`src/core/sdos_defines.svh`:
```
// constants for the state driven output switch: offsets, fields, resets
// assumes a 32-bit apb register bus and a 125 MHz pclk
`ifndef SDOS_DEFINES_SVH
`define SDOS_DEFINES_SVH

// ****************************************************************
// register offsets (byte addresses)
// ****************************************************************
`define SDOS_OFF_CTRL1      12'h000
`define SDOS_OFF_CTRL2      12'h004
`define SDOS_OFF_STATUS     12'h008
`define SDOS_OFF_GTOTAL     12'h00C
`define SDOS_OFF_CMD        12'h010
`define SDOS_OFF_CODE       12'h014
`define SDOS_OFF_TSTATE     12'h018

// ****************************************************************
// output control fields
// ****************************************************************
`define SDOS_F_EN           0
`define SDOS_F_ON_SEL_LO    4
`define SDOS_F_ON_INV       7
`define SDOS_F_OFF_SEL_LO   8
`define SDOS_F_OFF_INV      11
`define SDOS_F_DLY_LO       16

// ****************************************************************
// command word fields and values
// ****************************************************************
`define SDOS_CMD_GT_CLR     2'h1
`define SDOS_CMD_DEF_RST    2'h2
`define SDOS_CONFIRM_WORD   16'h5E5E

// ****************************************************************
// reset values and limits
// ****************************************************************
`define SDOS_CTRL_RESET     32'h0000_0000
`define SDOS_CODE_RESET     16'h0000
`define SDOS_DLY_MAX        15'h7E90
`define SDOS_TICK_SECONDS   1
`define SDOS_CLK_HZ         125000000
`define SDOS_TICK_CYCLES    (`SDOS_TICK_SECONDS * `SDOS_CLK_HZ)

`endif

```
`src/core/sdos_pkg.sv`:
```
// types shared by the state driven output switch
// assumes the defines header is included by each user
package sdos_pkg;

    typedef enum logic [2:0]
    {
        SDOS_ST_CLEARED = 3'h0,
        SDOS_ST_RUNNING = 3'h1,
        SDOS_ST_HALTED  = 3'h2,
        SDOS_ST_RESTART = 3'h3,
        SDOS_ST_DONE    = 3'h4
    } sdos_tstate_t;

    typedef struct packed
    {
        logic [14:0]  delay;
        logic         off_inv;
        logic [2:0]   off_sel;
        logic         on_inv;
        logic [2:0]   on_sel;
        logic         enable;
    } sdos_cfg_t;

    typedef enum logic [1:0]
    {
        SDOS_SW_OPEN    = 2'b00,
        SDOS_SW_WAIT    = 2'b01,
        SDOS_SW_CLOSED  = 2'b11
    } sdos_sw_t;

endpackage

```
`src/core/sdos_tick.sv`:
```
// one-second tick generator
// assumes pclk at the rate in the defines header
`timescale 1ns/10ps
`include "sdos_defines.svh"

module sdos_tick
#(
    parameter int TICK_CYCLES = `SDOS_TICK_CYCLES
)
(
    input  wire logic pclk,
    input  wire logic presetn,
    output logic      tick
);
    if (TICK_CYCLES < 2)
    begin : g_period_chk
        $error("tick period too short");
    end

    logic [31:0] cnt_r;

    always_ff @(posedge pclk or negedge presetn)
    begin
        if (!presetn)
        begin
            cnt_r <= 32'h0000_0000;
            tick  <= 1'b0;
        end
        else if (cnt_r == 32'(TICK_CYCLES - 1))
        begin
            cnt_r <= 32'h0000_0000;
            tick  <= 1'b1;
        end
        else
        begin
            cnt_r <= cnt_r + 32'h0000_0001;
            tick  <= 1'b0;
        end
    end
endmodule

```
`src/core/sdos_switch.sv`:
```
// one switch channel: state match on the entry strobe, on-delay and open/closed state
// assumes a one-cycle state-entry strobe and a one-cycle second tick
`timescale 1ns/10ps
`include "sdos_defines.svh"

module sdos_switch
(
    input  wire logic               pclk,
    input  wire logic               presetn,
    input  wire sdos_pkg::sdos_cfg_t cfg,
    input  wire sdos_pkg::sdos_tstate_t tstate,
    input  wire logic               enter,
    input  wire logic               tick,
    output logic                    closed
);
    sdos_pkg::sdos_sw_t st_r;
    logic [14:0]        dly_r;
    logic               on_hit;
    logic               off_hit;

    // an inverted selection fires on entry to any other state
    assign on_hit  = enter &&
        ((tstate == sdos_pkg::sdos_tstate_t'(cfg.on_sel)) ^ cfg.on_inv);
    assign off_hit = enter &&
        ((tstate == sdos_pkg::sdos_tstate_t'(cfg.off_sel)) ^ cfg.off_inv);

    always_ff @(posedge pclk or negedge presetn)
    begin
        if (!presetn)
        begin
            st_r  <= sdos_pkg::SDOS_SW_OPEN;
            dly_r <= 15'h0000;
        end
        else if (!cfg.enable)
            st_r <= sdos_pkg::SDOS_SW_OPEN;
        else
        begin
            case (st_r)
                sdos_pkg::SDOS_SW_OPEN:
                begin
                    if (on_hit && !off_hit)
                    begin
                        dly_r <= cfg.delay;
                        st_r  <= (cfg.delay == 15'h0000) ?
                            sdos_pkg::SDOS_SW_CLOSED :
                            sdos_pkg::SDOS_SW_WAIT;
                    end
                end
                sdos_pkg::SDOS_SW_WAIT:
                begin
                    if (off_hit)
                        st_r <= sdos_pkg::SDOS_SW_OPEN;
                    else if (tick)
                    begin
                        dly_r <= dly_r - 15'h0001;
                        if (dly_r == 15'h0001)
                            st_r <= sdos_pkg::SDOS_SW_CLOSED;
                    end
                end
                sdos_pkg::SDOS_SW_CLOSED:
                begin
                    if (off_hit)
                        st_r <= sdos_pkg::SDOS_SW_OPEN;
                end
                default:
                    st_r <= sdos_pkg::SDOS_SW_OPEN;
            endcase
        end
    end

    assign closed = (st_r == sdos_pkg::SDOS_SW_CLOSED);
endmodule

```
`src/core/sdos_top.sv`:
```
// state driven output switch: two switch outputs with apb configuration
// assumes timer state arrives from logic on pclk, valid every cycle
//
// Implementation choices: the placing of the registers and the APB interface to the registers.
`timescale 1ns/10ps
`include "sdos_defines.svh"

module sdos_top
#(
    parameter int TICK_CYCLES = `SDOS_TICK_CYCLES
)
(
    input  wire logic               pclk,
    input  wire logic               presetn,
    input  wire logic               psel,
    input  wire logic               penable,
    input  wire logic               pwrite,
    input  wire logic [11:0]        paddr,
    input  wire logic [31:0]        pwdata,
    output logic                    pready,
    output logic                    pslverr,
    output logic [31:0]             prdata,
    input  wire sdos_pkg::sdos_tstate_t timer_state,
    input  wire logic               display_mode,
    output logic                    switch_output_1,
    output logic                    second_switch_output,
    output logic                    indicator_1,
    output logic                    indicator_2,
    output logic                    config_locked,
    output logic                    display_return_req
);
    // refused at elaboration: a period under two cycles would hold the
    // tick high for good and count every cycle as a second
    if (TICK_CYCLES < 2)
    begin : g_tick_chk
        $error("TICK_CYCLES must be at least 2");
    end

    // ****************************************************************
    // bus decode
    // ****************************************************************
    logic wr_en;
    logic rd_en;
    assign wr_en = psel && penable && pwrite;
    assign rd_en = psel && penable && !pwrite;

    // ****************************************************************
    // configuration storage
    // ****************************************************************
    sdos_pkg::sdos_cfg_t cfg1_r;
    sdos_pkg::sdos_cfg_t cfg2_r;
    logic [15:0]         code_pend_r;
    logic [15:0]         code_act_r;
    logic [31:0]         gtotal_r;
    logic                cmd_gt_clr;
    logic                cmd_def_rst;
    logic                bad_dly;

    // a command without the confirmation word is dropped without error
    assign cmd_gt_clr  = wr_en && paddr == `SDOS_OFF_CMD &&
                         pwdata[31:16] == `SDOS_CONFIRM_WORD &&
                         pwdata[1:0] == `SDOS_CMD_GT_CLR;
    assign cmd_def_rst = wr_en && paddr == `SDOS_OFF_CMD &&
                         pwdata[31:16] == `SDOS_CONFIRM_WORD &&
                         pwdata[1:0] == `SDOS_CMD_DEF_RST;
    // delays beyond the documented maximum are refused with an error
    assign bad_dly = pwdata[30:16] > `SDOS_DLY_MAX;

    function automatic sdos_pkg::sdos_cfg_t to_cfg(input logic [31:0] w);
        sdos_pkg::sdos_cfg_t c;
        c.enable  = w[`SDOS_F_EN];
        c.on_sel  = w[`SDOS_F_ON_SEL_LO +: 3];
        c.on_inv  = w[`SDOS_F_ON_INV];
        c.off_sel = w[`SDOS_F_OFF_SEL_LO +: 3];
        c.off_inv = w[`SDOS_F_OFF_INV];
        c.delay   = w[`SDOS_F_DLY_LO +: 15];
        return c;
    endfunction

    function automatic logic [31:0] from_cfg(input sdos_pkg::sdos_cfg_t c);
        logic [31:0] w;
        w = 32'h0000_0000;
        w[`SDOS_F_EN]             = c.enable;
        w[`SDOS_F_ON_SEL_LO +: 3] = c.on_sel;
        w[`SDOS_F_ON_INV]         = c.on_inv;
        w[`SDOS_F_OFF_SEL_LO +: 3] = c.off_sel;
        w[`SDOS_F_OFF_INV]        = c.off_inv;
        w[`SDOS_F_DLY_LO +: 15]   = c.delay;
        return w;
    endfunction

    // each write replaces one output's whole word, so toggling enable
    // only rewrites the enable bit when software keeps the rest
    always_ff @(posedge pclk or negedge presetn)
    begin
        if (!presetn)
        begin
            cfg1_r <= sdos_pkg::sdos_cfg_t'(`SDOS_CTRL_RESET);
            cfg2_r <= sdos_pkg::sdos_cfg_t'(`SDOS_CTRL_RESET);
        end
        else if (cmd_def_rst)
        begin
            cfg1_r <= sdos_pkg::sdos_cfg_t'(`SDOS_CTRL_RESET);
            cfg2_r <= sdos_pkg::sdos_cfg_t'(`SDOS_CTRL_RESET);
        end
        else if (wr_en && !bad_dly)
        begin
            if (paddr == `SDOS_OFF_CTRL1)
                cfg1_r <= to_cfg(pwdata);
            if (paddr == `SDOS_OFF_CTRL2)
                cfg2_r <= to_cfg(pwdata);
        end
    end

    // ****************************************************************
    // access code
    // ****************************************************************
    always_ff @(posedge pclk or negedge presetn)
    begin
        if (!presetn)
        begin
            code_pend_r <= `SDOS_CODE_RESET;
            code_act_r  <= `SDOS_CODE_RESET;
        end
        else
        begin
            if (cmd_def_rst)
                code_pend_r <= `SDOS_CODE_RESET;
            else if (wr_en && paddr == `SDOS_OFF_CODE)
                code_pend_r <= pwdata[15:0];
            // the new code only guards the menu after the display returns
            if (display_mode || cmd_def_rst)
                code_act_r <= cmd_def_rst ? `SDOS_CODE_RESET
                                          : code_pend_r;
        end
    end

    always_ff @(posedge pclk or negedge presetn)
    begin
        if (!presetn)
            config_locked <= 1'b0;
        else
            config_locked <= (code_act_r != `SDOS_CODE_RESET);
    end

    always_ff @(posedge pclk or negedge presetn)
    begin
        if (!presetn)
            display_return_req <= 1'b0;
        else
            display_return_req <= cmd_def_rst;
    end

    // ****************************************************************
    // state entry detect and second tick
    // ****************************************************************
    sdos_pkg::sdos_tstate_t prev_r;
    logic                   prev_vld_r;
    logic                   enter;
    logic                   tick;

    always_ff @(posedge pclk or negedge presetn)
    begin
        if (!presetn)
        begin
            prev_r     <= sdos_pkg::SDOS_ST_CLEARED;
            prev_vld_r <= 1'b0;
        end
        else
        begin
            prev_r     <= timer_state;
            prev_vld_r <= 1'b1;
        end
    end

    // the first state after reset counts as an entry
    assign enter = !prev_vld_r || (timer_state != prev_r);

    sdos_tick
    #(
        .TICK_CYCLES (TICK_CYCLES)
    )
    u_tick
    (
        .pclk    (pclk),
        .presetn (presetn),
        .tick    (tick)
    );

    // ****************************************************************
    // grand total
    // ****************************************************************
    // saturates rather than wrap, so a full total is never shown small
    always_ff @(posedge pclk or negedge presetn)
    begin
        if (!presetn)
            gtotal_r <= 32'h0000_0000;
        // the clear cannot be undone: no copy of the old total is kept
        else if (cmd_gt_clr)
            gtotal_r <= 32'h0000_0000;
        else if (tick && timer_state == sdos_pkg::SDOS_ST_RUNNING &&
                 gtotal_r != 32'hFFFF_FFFF)
            gtotal_r <= gtotal_r + 32'h0000_0001;
    end

    // ****************************************************************
    // switch channels
    // ****************************************************************
    logic [1:0]          sw_closed;
    sdos_pkg::sdos_cfg_t cfg_arr [2];
    assign cfg_arr[0] = cfg1_r;
    assign cfg_arr[1] = cfg2_r;

    // both channels share one entry strobe and tick, so they stay in step
    genvar gi;
    generate
        for (gi = 0; gi < 2; gi++)
        begin : g_sw
            sdos_switch u_sw
            (
                .pclk    (pclk),
                .presetn (presetn),
                .cfg     (cfg_arr[gi]),
                .tstate  (timer_state),
                .enter   (enter),
                .tick    (tick),
                .closed  (sw_closed[gi])
            );
        end
    endgenerate

    always_ff @(posedge pclk or negedge presetn)
    begin
        if (!presetn)
        begin
            switch_output_1      <= 1'b0;
            second_switch_output <= 1'b0;
            indicator_1          <= 1'b0;
            indicator_2          <= 1'b0;
        end
        else
        begin
            switch_output_1      <= sw_closed[0];
            second_switch_output <= sw_closed[1];
            indicator_1          <= sw_closed[0];
            indicator_2          <= sw_closed[1];
        end
    end

    // ****************************************************************
    // apb answer: zero wait states
    // ****************************************************************
    // ready is raised by the setup cycle, so every access is wait-free;
    // writes land at the access edge through wr_en
    always_ff @(posedge pclk or negedge presetn)
    begin
        if (!presetn)
        begin
            pready  <= 1'b0;
            pslverr <= 1'b0;
            prdata  <= 32'h0000_0000;
        end
        else
        begin
            pready  <= psel && !penable;
            pslverr <= 1'b0;
            prdata  <= 32'h0000_0000;
            if (psel && !penable)
            begin
                case (paddr)
                    `SDOS_OFF_CTRL1:  prdata <= from_cfg(cfg1_r);
                    `SDOS_OFF_CTRL2:  prdata <= from_cfg(cfg2_r);
                    `SDOS_OFF_STATUS: prdata <= {30'h0, sw_closed};
                    `SDOS_OFF_GTOTAL: prdata <= gtotal_r;
                    `SDOS_OFF_CMD:    prdata <= 32'h0000_0000;
                    `SDOS_OFF_CODE:   prdata <= {16'h0, code_pend_r};
                    `SDOS_OFF_TSTATE: prdata <= {29'h0, timer_state};
                    default:          pslverr <= 1'b1;
                endcase
                if (pwrite && (paddr == `SDOS_OFF_CTRL1 ||
                               paddr == `SDOS_OFF_CTRL2) && bad_dly)
                    pslverr <= 1'b1;
            end
        end
    end

    logic unused_rd;
    assign unused_rd = rd_en;
endmodule

```
`config.mk`:
```
export PLATFORM = sky130hd
export DESIGN_NAME = sdos_top
export DESIGN_NICKNAME = d
export VERILOG_FILES = /design/src/core/sdos_pkg.sv /design/src/core/sdos_tick.sv /design/src/core/sdos_switch.sv /design/src/core/sdos_top.sv
export VERILOG_INCLUDE_DIRS = /design/src /design/src/core
export SDC_FILE = /design/constraint.sdc
export NUM_CORES = 1
export LEC_CHECK = 0
export ABC_AREA = 1
export ABC_CLOCK_PERIOD_IN_PS = 1660
export CAP_MARGIN = 25
export CORE_MARGIN = 8
export CORE_UTILIZATION = 25
export DETAILED_ROUTE_END_ITERATION = 8
export DONT_BUFFER_PORTS = 1
export MAX_ROUTING_LAYER = met4
export PLACE_DENSITY_LB_ADDON = 0.1
export SLEW_MARGIN = 0
export SYNTH_ARGS = -nofsm -noshare
export SYNTH_HDL_FRONTEND = slang
export SYNTH_SLANG_ARGS = --single-unit
```
`constraint.sdc`:
```
create_clock -name pclk -period 1.66 [get_ports pclk]
set_input_delay 0.166 -clock pclk [delete_from_list [all_inputs] [get_ports pclk]]
set_output_delay 0.166 -clock pclk [all_outputs]
set_load 0.05 [all_outputs]
```
---- Word level (Yosys, flattened, before mapping) ----
Index checks and enable logic that the tools add are counted.
storage, ports and cells
  register bits ........................... 221
  bits in latches ......................... 0
  memory bits (writable) .................. 0
  ROM bits ................................ 0
  word-level logic and storage cells ...... 165
  memories ................................ 0
cells by class
  add/subtract/negate cells ............... 4
  multipliers ............................. 0
  div/mod/pow operators ................... 0
  magnitude comparators ................... 1
  equality and inequality tests ........... 37
  shift operators ......................... 0
  muxes and demuxes ....................... 42
  bitwise logic cells ..................... 4
  reductions and logical operators ........ 47
operators by type and width
  kind                     number
  $pmux W32 S6             1
  $mux W24                 6
  $mux W32                 4
  $mux W15                 6
  $add A32 B1 Y32 const B  2
  $pmux W15 S2             2
  $mux W16                 3
  $eq A12 B5 Y1 const B    3
  $eq A32 B27 Y1 const B   1
  $ne A32 B32 Y1 const B   1
  $eq A15 B1 Y1 const B    2
  $logic_not A15 Y1        2
  $sub A15 B1 Y15 const B  2
  $mux W2                  14
  $eq A12 B4 Y1 const B    2
  $logic_and A1 B1 Y1      19
  $eq A16 B15 Y1 const B   1
  $reduce_bool A16 Y1      1
  $gt A15 B15 Y1 const B   1
  $reduce_bool A2 Y1       7
  $eq A12 B3 Y1 const B    1
  $eq A3 B3 Y1             4
  $logic_not A12 Y1        1
  $pmux W2 S3              2
  other kinds (19)         47

---- Logic depth before layout (Yosys ltp) ----
Gate-level depths: netlist of the first run.
  depth after elaboration ................. 8
  gate-level depth with buffers ........... 14

---- Modules after synthesis ----
From an unflattened synthesis of the first run, not the netlist that was laid out.
unflattened totals
  cells, all modules ...................... 1909
  area total of the unflattened synthesis .. 13663.1 sq um
by module, submodules not included
  module       instances  cells each  area each (sq um)  sequential area each (sq um)
  sdos_top     1          1107        8434.3             3853.7
  sdos_switch  2          253         1586.5             425.4
  sdos_tick    1          296         2055.7             825.8

---- Least setup slack after synthesis of the first run ----
No wires, ideal clock.
  path type ............................... register to register
  start point ............................. register gtotal_r[0]
  end point ............................... register gtotal_r[4]
  arrival ................................. 1.672 ns
  setup slack ............................. -0.132 ns
  stages on the path, launching flop included .. 11
  period minus slack after synthesis ...... 1.792 ns
  cells stage by stage .................... dfrtp_1 ha_1 nand3_1 nor2_2 nand3_1 nor2_2 a21oi_1 buf_2 nand3_1 o21ai_0 nor2_1
between the ends
  longest elaborated chain between the ends .. 3
  elaborated cells between the ends (all ways) .. 6
  those cells by class .................... 1 x add/sub; 1 x eq/ne; 2 x mux; 2 x reduce/logical
RTL lines
  item                                               line                              RTL
  from (decl)                                        sdos_top.sv:54                    logic [31:0] gtotal_r;
  from (signal assigned)                             sdos_top.sv:203                   gtotal_r <= gtotal_r + 32'h0000_0001;
  $add A32 B1 Y32 or $ne A32 B32 Y1 (tied branches)  sdos_top.sv:203, sdos_top.sv:202
  $mux W32 or $logic_and A1 B1 Y1 (tied branches)    sdos_top.sv:201                   else if (tick && timer_state == sdos_pkg::SDOS_ST_RUNNING &&
  $mux W32 or $reduce_bool A2 Y1 (tied branches)     --
Parallel ways exist; a longest one is shown, timed or not. The select of a mux whose other input is x is not followed.
A chain may end at the register's enable or synchronous reset.

---- Worst setup path in the final report of the first run ----
  start point ............................. register gtotal_r[1]
  end point ............................... register gtotal_r[4]
The elaborated chain is that of the path after synthesis.

==> impl_metrics.csv, run 1 <==
group,metric,value,unit
power,p_leak,0.00851,uW
sta,maxSlewHeadroom,0.557,
floorplanning,dieArea,57800,sq um
setup_path,startpoint_type,"flip-flop",
clock_tree,htreeDepth,1,
power,sequentialPowerShare,0.399,
clock_tree,cts_tree,"built",
logic_synthesis,ys_seq_elements,221,
grt,grt_max_degree,222,
grt,antenna_found_initial,1,
final_layout,final_cells,2682,
floorplanning,die_y,240,microns
logic_synthesis,syn_area_per_cell,7.26,sq um
sta,period_share,1.01,
route,num_vias,12349,
run_status,violations,"negative hold slack, negative setup slack",
sta,worst_pin_slew,0.665,ns
sta,finalCriticalPeriod,1.67,ns
clock_tree,clk_latency,0.59,ns
sta,setup_viol,1,
clock_tree,ctsRootBufferMaster,"clkbuf_16",
logic_synthesis,synth_warnings,0,
power,comb_power_share,0.023,
logic_synthesis,synth_nets,1795,
logic_synthesis,synth_top_area_frac,0.439,
route,drt_iter0_markers,784,
clock_tree,clock_sinks,221,
logic_synthesis,synthTopCellsByArea,"dfrtp_1 44%, nand2_1 15%, nand3_1 8.0%, nor2_1 5.8%, inv_1 5.5%",
sta,setup_tns,-0.00845,ns
logic_synthesis,synth_cell_types,42,
route,wl_per_cell,18.3,microns
final_layout,final_common_cell,"nand2_1",
grt,grt_usage,0.173,
logic_synthesis,synthCells,1736,
setup_path,worstPathArrival,2.13,ns
min_path,hold_class,"input pin to async pin",
clock_tree,clockBufferDepth,3,
route,viasPerCell,4.60,
grt,grt_pass1_vias,12303,
final_layout,final_cell_mix,"472 x nand2_1, 218 x dfrtp_1, 209 x buf_4",
floorplanning,rows,82,
route,drc,0,
run_status,status,"finished, violations left",
placement,port_buffers,0,
clock_tree,clk_pin_slew,0.06,ns
logic_synthesis,ys_async_sr_fraction,1.00,
final_layout,area_delta_synth_final,39.5,%
final_layout,n_fill_cell,5388,
sta,worst_slack,-0.00845,ns
power,clockPowerShare,0.578,
logic_synthesis,synth_top_area_cell,"dfrtp_1",
grt,grt_pass1_wl,75900,microns
sta,holdWs,-0.713,ns
setup_path,worst_setup_path_end_kind,"flip-flop",
floorplanning,die_x,240,microns
setup_path,crit_type,"flip-flop to flip-flop",
sta,hold_viol_final,221,
floorplanning,core,50000,sq um
grt,grt_overflow_total,0,
setup_path,cp_max_fo,6,
sta,max_freq,599,MHz
final_layout,num-nets-final,2044,
sta,rsz0062_at_grt,"true",
sta,clock_skew,0.0208,ns
sta,slew_violations,0,
placement,place_inst,2555,
logic_synthesis,synth_area,12600,sq um
logic_synthesis,ys_seq_area_frac,0.439,
route,first_pass_iters,5,
route,routed_wl,49200,microns
placement,dp_hpwl,35500,microns
clock_tree,ctsHoldBuffers,38,
logic_synthesis,synth_edf_count,0,
clock_tree,cts-buffers-inserted,31,
placement,gp_congestion,0.872,
power,power_density,773,nW/um^2
final_layout,drive_above_1_share,0.246,
power,ir_drop,769,uV
job,maxCapViolCount,0,
power,swShare,0.220,
logic_synthesis,synth_ff_type,"dfrtp_1",
final_layout,utilization,0.352,
setup_path,required,2.12,ns
floorplanning,io_pins,93,
route,drtAntennaViolNets,0,
power,p_switching,2980,uW
power,p_int,10600,uW
floorplanning,initial_utilization,0.252,
==> state kept, by name, summed over array words and instances (netlist names) <==
register            cells
gtotal_r               32
prdata                 32
u_tick.cnt_r           32
g_sw.u_sw.dly_r        30
cfg1_r                 24
cfg2_r                 24
code_act_r             16
code_pend_r            16
g_sw.u_sw.st_r          4
prev_r                  3
config_locked           1
display_return_req      1
indicator_1             1
indicator_2             1
pready                  1
prev_vld_r              1
pslverr                 1
u_tick.tick             1
==> worst max-delay path, stage by stage (launching register included) <==
cell and delay (ns):
dfrtp_1 0.41, ha_4 0.18, nand3_4 0.07, nor2_4 0.05, nand3_4 0.09, nor2_4 0.06, a21oi_4 0.25, nand3_1 0.18
o21ai_0 0.21, nor2_1 0.06
==> metal layers <==
metal  vias up  global-route usage  routed length, microns
met5         -                   -                       0
met4         0              0.0336                     813
met3        54              0.0321                    2780
met2       282               0.263                   21900
met1      5884               0.240                   23800
li1       6129                   -                       -
==> final cells by class <==
class	count	area (sq um)	share of cell area
multi-input cells	1261	6780	0.386
flip-flops and latches	221	5530	0.315
repair buffers	279	2500	0.142
well taps	672	841	0.0478
clock buffers	35	811	0.0461
inverters	190	724	0.0412
clock inverters	22	380	0.0216
repair inverters	1	7.51	0.000427
diodes	1	2.50	0.000142
==> per-stage QoR <==
| stage | area [sq um] | worst slack [ns] | power, uW |
|---|---|---|---|
| after floorplan | 12600 | 0.000611 | 5630 |
| after global placement | 14900 | -0.133 | 5670 |
| after detailed placement | 14900 | -0.149 | 5670 |
| after CTS | 16700 | 0.000252 | 13800 |
| after global routing | 17600 | -0.111 | 14000 |
| final | 17600 | -0.00845 | 13600 |
==> synth_stat cells (6+ instances only) <==
cell      instances
a21oi_1          25
a221oi_1          9
a31oi_1           6
buf_2            30
buf_4             6
clkbuf_1         27
dfrtp_1         221
ha_1              6
inv_1           183
inv_2             6
nand2_1         518
nand3_1         202
nand3b_1         22
nand4_1          56
nor2_1          194
nor2_2            6
nor3_1           44
nor4_1           18
o21ai_0          47
o22ai_1          14
or2_2             6
xnor2_1          18
xor2_1           38
==> final timing paths <==
path                                from                     end  slack, ns  cells past startpoint
min                              presetn  g_sw[1].u_sw.dly_r[11]      -0.71                      0
max                          gtotal_r[1]             gtotal_r[4]     -0.008                      9
max reg2reg                  gtotal_r[1]             gtotal_r[4]     -0.008                      9
max in group asynchronous        presetn              prdata[25]       1.80                      0
min in group pclk           display_mode           code_act_r[7]       0.04                      3
min reg2reg                code_act_r[6]           config_locked       0.49                      2
==> repair_timing <==
action | in CTS | in global routing
endpoints found under the hold margin | 308 | 221
pin swaps | 8 | 77
endpoints found under the setup margin | 69 | 87
cloned | 3 | 4
resized for setup | 32 | 192
buffers inserted | 2 | 23
==> power groups by stage <==
stage	Sequential, uW	Clock, uW	Combinational [uW]
finish	5420	7850	309
global route	5410	8290	329
CTS	5420	8070	271
detailed placement	5510	0	155
global placement	5510	0	154
floorplan	5510	0	116
==> cells by family (layout without fill, tap and decap cells) <==
logic type / after synthesis / after routing / synth area share
AND/OR/NAND/NOR: 1091 / 1093 / 0.386
flip-flops: 221 / 221 / 0.439
AO/OA/AOI/OAI: 105 / 105 / 0.0472
buffers and inverters: 256 / 527 / 0.0828
adder cells (fa/ha/maj): 6 / 6 / 0.00596
XOR/XNOR: 56 / 56 / 0.0389
other: 1 / 2 / 0.000298
Note: power is estimated with default switching activity, not from simulation.
==> run 2, diff against run 1 <==
--- a/config.mk
+++ b/config.mk
@@ -15,6 +15,7 @@
 export DONT_BUFFER_PORTS = 1
 export MAX_ROUTING_LAYER = met4
 export PLACE_DENSITY_LB_ADDON = 0.1
+export SKIP_LAST_GASP = 1
 export SLEW_MARGIN = 0
 export SYNTH_ARGS = -nofsm -noshare
 export SYNTH_HDL_FRONTEND = slang
==> impl_metrics.csv, run 2 (synthesis gave the netlist of run 1 again) <==
group,metric,value,unit
run_status,status,"finished, violations left",
run_status,violations,"negative hold slack",
sta,period_share,0.993,
placement,place_area,14900,sq um
setup_path,slowest_stage,"dfrtp_1",
sta,clock_skew,0.0220,ns
setup_path,crit_chain,"ha_4 -> nand3_4 -> nor2_4 -> nand3_4 -> nor2_4 -> a21o_4 -> buf_12 -> o21ai_1 -> nand2_1 -> nor2_1",
final_layout,final_cell_area,17600,sq um
route,num_vias,12333,
setup_path,regToRegEndpoint,"gtotal_r[7]",
placement,port_buffers,0,
floorplanning,initial_utilization,0.252,
grt,grt_usage,0.173,
sta,slew_violations,0,
setup_path,rrSetupSlack,0.01,ns
route,viasPerCell,4.61,
sta,maxSlewHeadroom,0.562,
grt,antenna_found_initial,1,
final_layout,final_common_cell,"nand2_1",
setup_path,crit_end,"gtotal_r[7]",
route,routed_wl,49400,microns
route,first_pass_iters,5,
grt,grt_pass1_wl,75900,microns
floorplanning,io_pins,93,
sta,setup_tns,0,ns
final_layout,final_cells,2677,
floorplanning,die_y,240,microns
placement,place_inst,2555,
power,power,13600,uW
clock_tree,cts-buffers-inserted,31,
setup_path,required,2.12,ns
route,drc,0,
grt,grt_pass1_vias,12303,
final_layout,drive_above_1_share,0.245,
sta,hold_viol_final,221,
final_layout,biggestRegsByFlops,"gtotal_r x32, prdata x32, u_tick.cnt_r x32",
power,p_leak,0.00847,uW
setup_path,worstPathArrival,2.11,ns
sta,setup_viol,0,
min_path,hold_class,"input pin to async pin",
sta,rsz0062_at_grt,"true",
sta,worst_slack,0.0122,ns
setup_path,crit_type,"flip-flop to flip-flop",
floorplanning,die_x,240,microns
grt,grt_max_degree,222,
setup_path,crit_start,"gtotal_r[1]",
final_layout,n_fill_cell,5391,
grt,grt_overflow_total,0,
setup_path,worst_setup_path_end_kind,"flip-flop",
clock_tree,clk_pin_slew,0.06,ns
setup_path,r2r_cells,10,
clock_tree,ctsHoldBuffers,38,
clock_tree,ctsRootBufferMaster,"clkbuf_16",
placement,dp_hpwl,35500,microns
clock_tree,clockBufferDepth,3,
clock_tree,clock_sinks,221,
final_layout,final_cell_mix,"466 x nand2_1, 218 x dfrtp_1, 202 x buf_4",
sta,finalCriticalPeriod,1.65,ns
sta,holdWs,-0.719,ns
route,wl_per_cell,18.4,microns
floorplanning,core,50000,sq um
setup_path,cp_max_fo,7,
job,maxCapViolCount,0,
clock_tree,cts_tree,"built",
floorplanning,rows,82,
route,drt_iter0_markers,752,
clock_tree,clk_latency,0.59,ns
clock_tree,htreeDepth,1,
placement,post-place-ws,-0.149,ns
setup_path,startpoint_type,"flip-flop",
sta,max_freq,607,MHz
sta,worst_pin_slew,0.655,ns
floorplanning,dieArea,57800,sq um
final_layout,area_delta_synth_final,39.4,%
power,power_density,774,nW/um^2
placement,gp_congestion,0.872,
route,drtAntennaViolNets,0,
setup_path,max_stage_delay,0.40,ns
power,ir_drop,769,uV
setup_path,reg2reg_from,"gtotal_r[1]",
final_layout,num-nets-final,2039,
[run 2: cell count changes in the layout (fill, tap and decap cells not counted), sizes merged]
cell	change
buf	-7
clkbuf	+2
clkinv	+1
inv	-1
[run 2: through the flow]
step | hold WS (ns) | utilization
final | -0.719 | 0.352
after global routing | -0.755 | 0.352
after CTS | -0.751 | 0.334
after detailed placement | -0.117 | 0.299
after global placement | -0.117 | 0.299
after floorplan | -0.130 | -
[run 2: report_power, final]
group	leakage, uW	total, uW	switching (uW)	internal (uW)
Clock	0.000575	7870	2810	5060
Combinational	0.00486	313	170	143
Sequential	0.00303	5420	18.9	5400
Total	0.00847	13600	3000	10600
[run 2: cell type report]
type	instances	area [sq um]	area share
Antenna cell	1	2.50	0.000142
Clock buffer	35	811	0.0462
Clock inverter	22	380	0.0217
Inverter	190	722	0.0411
Multi-Input combinational cell	1261	6770	0.386
Sequential cell	221	5530	0.315
Tap cell	672	841	0.0479
Timing Repair Buffer	274	2490	0.142
Timing Repair inverter	1	7.51	0.000427
[run 2: worst max-delay path: cells and delay by family, from the launching register on]
kind	cells	cell delay (ns)
simple gates	6	0.56
compound gates	2	0.27
buf+inv	1	0.14
flops	1	0.40
fa+ha+maj	1	0.16
[run 2: per-layer routing]
metal / routed length, microns / GRT usage
met3: 2670 / 0.0321
met1: 23800 / 0.240
met2: 22000 / 0.263
met5: 0 / -
met4: 853 / 0.0336
[run 2: how the worst min path moves through the flow]
stage | startpoint | endpoint | cells after the start
detailed placement | presetn | g_sw[1].u_sw.dly_r[11] | 0
CTS | presetn | g_sw[1].u_sw.dly_r[11] | 0
global route | presetn | g_sw[1].u_sw.dly_r[11] | 0
finish | presetn | g_sw[1].u_sw.dly_r[11] | 0
global placement | presetn | g_sw[1].u_sw.dly_r[10] | 0
floorplan | presetn | cfg1_r[0] | 0
[run 2: what timing repair did]
action	CTS	global route
setup endpoints to repair	69	87
resized for setup	29	197
gates cloned	3	5
setup buffers	2	17
pin swaps	8	73
hold endpoints to repair	308	221
